[config.mk]
export PLATFORM = sky130hd
export DESIGN_NAME = mssr_top
export DESIGN_NICKNAME = d
export VERILOG_FILES = /design/src/inc/mssr_pkg.sv /design/src/logic/mssr_sync.sv /design/src/logic/mssr_top.sv
export VERILOG_INCLUDE_DIRS = /design/src /design/src/inc
export SDC_FILE = /design/constraint.sdc
export NUM_CORES = 1
export LEC_CHECK = 0
export BUFFER_PORTS_ARGS = -buffer_cell sky130_fd_sc_hd__buf_2
export CAP_MARGIN = 20
export CORE_MARGIN = 4
export CORE_UTILIZATION = 54
export DETAILED_ROUTE_END_ITERATION = 8
export PLACE_DENSITY = 0.77
export SETUP_SLACK_MARGIN = 0.1
export SYNTH_ARGS = -nofsm -noshare
export SYNTH_HDL_FRONTEND = slang
export SYNTH_SLANG_ARGS = --single-unit
[constraint.sdc]
create_clock -name CORE_CLK -period 3.1 [get_ports CORE_CLK]
set_input_delay 0.31 -clock CORE_CLK [delete_from_list [all_inputs] [get_ports CORE_CLK]]
set_output_delay 0.31 -clock CORE_CLK [all_outputs]
set_load 0.02 [all_outputs]
[src/inc/mssr_defs.svh]
// Constants for the module sideband select and reset block
`ifndef MSSR_DEFS_SVH
`define MSSR_DEFS_SVH
`define MSSR_CLK_HZ 50000000
`define MSSR_POWERUP_MS 2000
`define MSSR_POWERUP_CYC ((`MSSR_POWERUP_MS * (`MSSR_CLK_HZ / 1000)))
`define MSSR_RST_MIN_CYC 500
`define MSSR_INIT_CYC 1000
`define MSSR_CNT_W 32
`endif

[src/inc/mssr_pkg.sv]
// Types for the module sideband select and reset block
package mssr_pkg;
  typedef enum logic [1:0] {
    MSSR_POWERUP,
    MSSR_RUN,
    MSSR_RESET,
    MSSR_INIT
  } mssr_state_e;
endpackage

[src/logic/mssr_sync.sv]
// Two-stage synchroniser for one pin level
`timescale 1ns/1ps
module mssr_sync #(
  parameter logic RESET_VAL = 1'b1
) (
  input wire logic clk, // Core clock
  input wire logic rst_n, // Synchronous reset
  input wire logic pin_in, // Asynchronous level
  output logic sync_out // Synchronised level
);
  logic meta_r;
  logic meta_nxt;
  logic sync_r;
  logic sync_nxt;

  always_comb begin
    meta_nxt = pin_in;
    sync_nxt = meta_r;
  end

  always_ff @(posedge clk) begin
    if (!rst_n) begin
      meta_r <= RESET_VAL;
      sync_r <= RESET_VAL;
    end else begin
      meta_r <= meta_nxt;
      sync_r <= sync_nxt;
    end
  end

  assign sync_out = sync_r;
endmodule // mssr_sync

[src/logic/mssr_top.sv]
// Module-side select, reset, attention and presence control
// Notes on behaviour
// - Serial management commands are acted on only while select is low.
// - Select high: ignore bus traffic, never acknowledge nor drive data line.
// - Undriven select reads high, so module stays unselected.
// - Reset held low past minimum length in run state restores all user settings.
// - Initialisation interval starts when reset input rises.
// - Completion shown by attention low with data-not-ready cleared.
// - Power-up posts completion attention without any reset pulse.
// - Attention low also flags a fault or critical status; faults in reset or init are dropped.
// - Presence output is tied low while inserted.
// - Fully functional within 2000 ms of supply becoming valid.
`timescale 1ns/1ps
`include "mssr_defs.svh"
module mssr_top
  import mssr_pkg::*;
#(
  parameter int RST_MIN_CYC = `MSSR_RST_MIN_CYC,
  parameter int INIT_CYC = `MSSR_INIT_CYC,
  parameter int POWERUP_CYC = `MSSR_POWERUP_CYC
) (
  input wire logic CORE_CLK, // Core clock, 50 MHz
  input wire logic RST_N, // Power-on reset, synchronous, low
  input wire logic MODULE_SELECT_N_PIN, // Select pin; pulled-up level seen
  input wire logic MODULE_RESET_N, // Reset pin, low active
  input wire logic BUS_CMD_VALID, // Decoded serial command from bus engine
  input wire logic BUS_DATA_OE_REQ, // Bus engine wants to drive data low
  input wire logic BUS_ACK_REQ, // Bus engine wants to acknowledge
  input wire logic FAULT_EVENT, // Operational fault or critical status pulse
  input wire logic FLAGS_READ, // Host read the flag bytes (clears attention)
  output logic BUS_CMD_ACCEPT, // Command may be acted on
  output logic SDA_OUT, // Data line output value
  output logic SDA_OE, // Data line output enable, high drives
  output logic ATTENTION_N_OUT, // Attention pin output value
  output logic ATTENTION_N_OE, // Attention pin enable (open drain)
  output logic PRESENCE_N, // Presence output
  output logic DATA_NOT_READY, // Status bit, high during reset/init
  output logic SETTINGS_RESET // One-cycle pulse restoring user settings
);
  initial begin
    if (RST_MIN_CYC < 1 || INIT_CYC < 1 || POWERUP_CYC < 1) begin
      $error("mssr_top: cycle counts must be at least one");
    end
  end

  ////////////////////////////////////////////////////////////////////
  logic sel_n_s;
  logic rst_n_s;

  // Reset value high: undriven select counts as unselected
  mssr_sync #(.RESET_VAL(1'b1)) u_sel_sync (
    .clk(CORE_CLK),
    .rst_n(RST_N),
    .pin_in(MODULE_SELECT_N_PIN),
    .sync_out(sel_n_s)
  );

  mssr_sync #(.RESET_VAL(1'b1)) u_rst_sync (
    .clk(CORE_CLK),
    .rst_n(RST_N),
    .pin_in(MODULE_RESET_N),
    .sync_out(rst_n_s)
  );

  ////////////////////////////////////////////////////////////////////
  mssr_state_e state_r;
  mssr_state_e state_nxt;
  logic [`MSSR_CNT_W-1:0] cnt_r;
  logic [`MSSR_CNT_W-1:0] cnt_nxt;
  logic [`MSSR_CNT_W-1:0] low_cnt_r;
  logic [`MSSR_CNT_W-1:0] low_cnt_nxt;
  logic dnr_r;
  logic dnr_nxt;
  logic att_r;
  logic att_nxt;
  logic settings_r;
  logic settings_nxt;
  logic reset_qual;

  // Low must last past minimum before reset is taken
  assign reset_qual = !rst_n_s && (low_cnt_r >= `MSSR_CNT_W'(RST_MIN_CYC));

  always_comb begin
    state_nxt = state_r;
    cnt_nxt = cnt_r;
    dnr_nxt = dnr_r;
    att_nxt = att_r;
    settings_nxt = 1'b0;
    low_cnt_nxt = rst_n_s ? '0 : low_cnt_r + `MSSR_CNT_W'(1);
    if (!rst_n_s && low_cnt_r == '1) begin
      low_cnt_nxt = low_cnt_r;
    end
    if (FLAGS_READ) begin
      att_nxt = 1'b0;
    end
    if (FAULT_EVENT) begin
      att_nxt = 1'b1; // Set wins over clear
    end
    case (state_r)
      MSSR_POWERUP: begin
        dnr_nxt = 1'b1;
        if (cnt_r >= `MSSR_CNT_W'(POWERUP_CYC - 1)) begin
          state_nxt = MSSR_RUN;
          dnr_nxt = 1'b0;
          att_nxt = 1'b1; // Completion posted unprompted
          cnt_nxt = '0;
        end else begin
          cnt_nxt = cnt_r + `MSSR_CNT_W'(1);
        end
      end
      MSSR_RUN: begin
        if (reset_qual) begin
          state_nxt = MSSR_RESET;
          settings_nxt = 1'b1;
          dnr_nxt = 1'b1;
          att_nxt = 1'b0;
        end
      end
      MSSR_RESET: begin
        dnr_nxt = 1'b1;
        att_nxt = 1'b0;
        cnt_nxt = '0;
        if (rst_n_s) begin
          state_nxt = MSSR_INIT; // Init timed from rising edge
        end
      end
      MSSR_INIT: begin
        att_nxt = 1'b0;
        if (!rst_n_s) begin
          state_nxt = MSSR_RESET;
        end else if (cnt_r >= `MSSR_CNT_W'(INIT_CYC - 1)) begin
          state_nxt = MSSR_RUN;
          dnr_nxt = 1'b0;
          att_nxt = 1'b1; // Completion interrupt
          cnt_nxt = '0;
        end else begin
          cnt_nxt = cnt_r + `MSSR_CNT_W'(1);
        end
      end
      default: begin
        state_nxt = MSSR_POWERUP;
        cnt_nxt = '0;
      end
    endcase
  end

  always_ff @(posedge CORE_CLK) begin
    if (!RST_N) begin
      state_r <= MSSR_POWERUP;
      cnt_r <= '0;
      low_cnt_r <= '0;
      dnr_r <= 1'b1;
      att_r <= 1'b0;
      settings_r <= 1'b0;
    end else begin
      state_r <= state_nxt;
      cnt_r <= cnt_nxt;
      low_cnt_r <= low_cnt_nxt;
      dnr_r <= dnr_nxt;
      att_r <= att_nxt;
      settings_r <= settings_nxt;
    end
  end

  ////////////////////////////////////////////////////////////////////
  logic selected;
  assign selected = !sel_n_s && (state_r == MSSR_RUN);

  assign BUS_CMD_ACCEPT = selected && BUS_CMD_VALID;
  assign SDA_OUT = 1'b0;
  assign SDA_OE = selected && (BUS_DATA_OE_REQ || BUS_ACK_REQ);
  assign ATTENTION_N_OUT = 1'b0;
  assign ATTENTION_N_OE = att_r;
  assign PRESENCE_N = 1'b0;
  assign DATA_NOT_READY = dnr_r;
  assign SETTINGS_RESET = settings_r;

  ////////////////////////////////////////////////////////////////////
  property p_cmd_gate;
    @(posedge CORE_CLK) disable iff (!RST_N)
      BUS_CMD_ACCEPT |-> !$past(MODULE_SELECT_N_PIN, 2) && state_r == MSSR_RUN
        && BUS_CMD_VALID;
  endproperty
  a_cmd_gate: assert property (p_cmd_gate) else $error("command taken unselected");

  property p_no_drive;
    @(posedge CORE_CLK) disable iff (!RST_N)
      $past(MODULE_SELECT_N_PIN, 2) |-> !SDA_OE && !BUS_CMD_ACCEPT;
  endproperty
  a_no_drive: assert property (p_no_drive) else $error("bus driven unselected");

  property p_sel_reset;
    @(posedge CORE_CLK) $rose(RST_N) |-> sel_n_s;
  endproperty
  a_sel_reset: assert property (p_sel_reset) else $error("select not high at reset");

  property p_settings;
    @(posedge CORE_CLK) disable iff (!RST_N)
      (state_r == MSSR_RUN && reset_qual) |=> SETTINGS_RESET && state_r == MSSR_RESET;
  endproperty
  a_settings: assert property (p_settings) else $error("settings not restored");

  property p_short_pulse;
    @(posedge CORE_CLK) disable iff (!RST_N)
      SETTINGS_RESET |-> $past(low_cnt_r) >= `MSSR_CNT_W'(RST_MIN_CYC);
  endproperty
  a_short_pulse: assert property (p_short_pulse) else $error("short pulse reset");

  property p_init_start;
    @(posedge CORE_CLK) disable iff (!RST_N)
      (state_r == MSSR_RESET && rst_n_s) |=> state_r == MSSR_INIT && cnt_r == '0;
  endproperty
  a_init_start: assert property (p_init_start) else $error("init not started");

  property p_complete;
    @(posedge CORE_CLK) disable iff (!RST_N)
      (state_r != MSSR_RUN ##1 state_r == MSSR_RUN) |-> ATTENTION_N_OE && !DATA_NOT_READY;
  endproperty
  a_complete: assert property (p_complete) else $error("no completion attention");

  property p_powerup;
    @(posedge CORE_CLK) $rose(RST_N) |-> state_r == MSSR_POWERUP && DATA_NOT_READY;
  endproperty
  a_powerup: assert property (p_powerup) else $error("power-up not pending");

  property p_fault;
    @(posedge CORE_CLK) disable iff (!RST_N)
      FAULT_EVENT && (state_r == MSSR_POWERUP || (state_r == MSSR_RUN && !reset_qual))
        |=> ATTENTION_N_OE;
  endproperty
  a_fault: assert property (p_fault) else $error("fault not flagged");

  property p_present;
    @(posedge CORE_CLK) !PRESENCE_N;
  endproperty
  a_present: assert property (p_present) else $error("presence not low");
endmodule // mssr_top

==> results.sh <==
export IMPL_status="complete, no violations"
export IMPL_worstPathArrival_ps=2470
export IMPL_numPortBuffers=13
export IMPL_clkSlewWorstSetupHoldPaths_ps=70
export IMPL_multi_input_area_sq_um=2122
export IMPL_cts_htree_levels=3
export IMPL_grt_max_degree=31
export IMPL_crit_fanout=8
export IMPL_fin_ws_ps=841.3
export IMPL_finalHoldViolCount=0
export IMPL_nNetsFinal=464
export IMPL_synthArstFlopShare_pct=0
export IMPL_cellPowerDensity_nw_per_um2=472.5
export IMPL_wirelength_microns=7212
export IMPL_ys_seq_area_share_pct=39.09
export IMPL_drtIter0Drc=153
export IMPL_num_rows=30
export IMPL_max_stage_delay_ps=510
export IMPL_finalCritPeriodShare_pct=72.86
export IMPL_drive_above_1_share_pct=10.62
export IMPL_place_hpwl_microns=5178
export IMPL_cp_start_kind="register"
export IMPL_die_y_microns=91.21
export IMPL_setup_viol=0
export IMPL_io_pins=17
export IMPL_synth_compound_area_share_pct=7.062
export IMPL_root_buffer="clkbuf_8"
export IMPL_min_period_ps=2259
export IMPL_worst_path_max_delay_cell="nor4b_4"
export IMPL_postRouteAntennaNets=0
export IMPL_regArea_sq_um=1461
export IMPL_grt_pass1_wl_microns=12850
export IMPL_fin_area_sq_um=3999
export IMPL_avgRoutedWirePerCell_microns=13.56
export IMPL_tns_ps=0
export IMPL_netlist_instances=435
export IMPL_cp_cell_sequence="inv_1, ha_1, nor4b_4, nand4_2, nor3_1, xnor2_1, nor2_1"
export IMPL_synth_simple_area_share_pct=34.74
export IMPL_hold_buffers=0
export IMPL_ir_worst_vdd_v=0.0003462
export IMPL_pre_cts_slack_ps=856.1
export IMPL_area_growth_pct=6.961
export IMPL_vias_per_cell=5.741
export IMPL_critPathKind="register to register"
export IMPL_yosysUniqueCellTypes=51
export IMPL_end_kind="register"
export IMPL_r2r_worst_path_cells=7
export IMPL_max_slew_margin_pct=50.38
export IMPL_cts_resized=0
export IMPL_hold_path_cell_count=2
export IMPL_nFillCells=598
export IMPL_synth_main_ff_cell="dfxtp_1"
export IMPL_cts_sink_count=73
export IMPL_antenna_found_initial=0
export IMPL_die_x_microns=91.21
export IMPL_coreArea_sq_um=6756
export IMPL_grt_usage_pct=18.53
export IMPL_dr_pass1_iters=5
export IMPL_drc_errors=0
export IMPL_fmax_ghz=0.4427
export IMPL_syn_area_per_cell_sq_um=8.594
export IMPL_yosys_warnings=0
export IMPL_synth_mux_area_share_pct=0.2677
export IMPL_critPathRequiredTime_ps=3320
export IMPL_rsz0062_at_grt="no"
export IMPL_via_count=3054
export IMPL_postPlaceCellArea_sq_um=3812
export IMPL_max_cap_viol_count=0
export IMPL_tightest_slew_ps=739.9
export IMPL_grt_pass1_vias=2911
export IMPL_dieArea_sq_um=8318
export IMPL_diodes=0
export IMPL_min_path_type="input port to register"
export IMPL_synth_top_family_by_area="simple AND/OR/NAND/NOR gates"
export IMPL_synth_xor_area_share_pct=11.71
export IMPL_leakage_nw=1.410
export IMPL_post_cts_setup_buffers=0
export IMPL_synth_cell_area_sq_um=3739
export IMPL_gp_congestion=0.8298
export IMPL_total_power_w=0.001889
export IMPL_cts_tree="built"
export IMPL_synth_adder_area_share_pct=2.677
export IMPL_finalClockSkew_ps=8.166
export IMPL_slew_viol_final=0
export IMPL_overflow=0
export IMPL_cts_made_buffers=9
export IMPL_clk_path_buf_depth=2
export IMPL_clock_latency_ps=350
export IMPL_synth_edf_count=0
export IMPL_synth_seq_cells=73
export IMPL_start_util_pct=55.33
cell usage after synthesis, types with 2 or more instances:
cell type	number	share of area (%)
nor3_2	5	1.3
nand2b_1	5	0.84
buf_4	3	0.60
nor3b_1	2	0.40
o22ai_1	2	0.33
clkbuf_1	7	0.70
a21oi_1	11	1.5
nand4_1	28	4.7
ha_1	8	2.7
buf_6	6	1.8
and3b_1	2	0.47
and2_1	3	0.50
o21ai_0	5	0.67
a211oi_1	2	0.40
nand3_1	26	3.5
and3_4	2	0.60
nor4_4	2	1.1
nor3_1	18	2.4
a31oi_1	6	1.0
and4_4	2	0.60
nor4_1	12	2.0
nor2_1	73	7.3
a311oi_1	2	0.47
or3_1	4	0.67
xor2_1	25	5.9
nor2b_1	3	0.50
dfxtp_1	73	39
a211o_1	2	0.47
nand2_1	24	2.4
inv_1	11	1.1
and3_1	11	1.8
xnor2_1	25	5.9
and4_1	7	1.6
cell type report:
| type | instances | area share, % |
|---|---|---|
| repair buffers | 16 | 2.190 |
| well taps | 80 | 2.503 |
| flip-flops and latches | 73 | 36.55 |
| clock buffers | 10 | 3.191 |
| inverters | 11 | 1.033 |
| multi-input cells | 336 | 53.07 |
| clock inverters | 6 | 1.471 |
metal layers:
metal | share of wire, % | vias to the layer above | GRT usage (%) | routed length (microns)
met5 | 0 | - | 0 | 0
met4 | 1.6 | 0 | 6.281 | 112
met3 | 2.9 | 11 | 5.220 | 208
met2 | 50 | 44 | 31.88 | 3601
met1 | 46 | 1432 | 22.09 | 3289
li1 | - | 1567 | - | -
placed cells by master, fill, tap and decap left out, types with 6 or more instances in the layout:
master / instances
buf_2: 13
a31oi_1: 6
nand4_1: 28
and3_1: 11
xnor2_1: 25
a21oi_1: 11
and4_1: 7
nor2_1: 73
nor3_1: 18
inv_1: 11
ha_1: 8
nor4_1: 12
nand3_1: 26
clkbuf_8: 9
nand2_1: 24
dfxtp_1: 73
xor2_1: 25
state kept, by name (all words and copies together), names as in the netlist:
name,cells
ATTENTION_N_OE,1
DATA_NOT_READY,1
SETTINGS_RESET,1
cnt_r,32
low_cnt_r,32
state_r,2
u_rst_sync.meta_r,1
u_rst_sync.sync_out,1
u_sel_sync.meta_r,1
u_sel_sync.sync_out,1
report_power, final:
part / total [W] / internal (W) / switching [W]
registers: 0.000991 / 0.000963 / 0.0000272
logic: 0.000191 / 0.0000742 / 0.000117
clock network: 0.000708 / 0.000367 / 0.000340
worst max-delay path, delay by kind of cell, from the launching register on:
| kind | cells | cell delay, ps |
|---|---|---|
| AND/OR/NAND/NOR | 4 | 1120 |
| flip-flops | 1 | 400 |
| XOR/XNOR | 1 | 150 |
| adder cells (fa/ha/maj) | 1 | 340 |
| buffers and inverters | 1 | 120 |
logic make-up after synthesis:
logic type	after synthesis
compound gates	39
flops	73
xor+xnor	50
other cells	1
mux	1
fa+ha+maj	8
buf+inv	28
simple gates	235
metrics by stage:
stage	util [%]	std cells	hold WS [ps]
after floorplan	-	437	386.3
after global placement	56.43	516	390.7
after detailed placement	56.43	516	393.3
after CTS	59.19	532	133.8
after global routing	59.19	532	144.8
final	59.19	532	140.9
worst paths after layout:
check                    startpoint                  end  slack (ps)
setup / recovery         state_r[1]            cnt_r[29]         840
hold / removal       MODULE_RESET_N    u_rst_sync.meta_r         140
setup reg to reg         state_r[1]            cnt_r[29]         840
hold reg to reg   u_rst_sync.meta_r  u_rst_sync.sync_out         410
(Power assumes the default switching activity.)
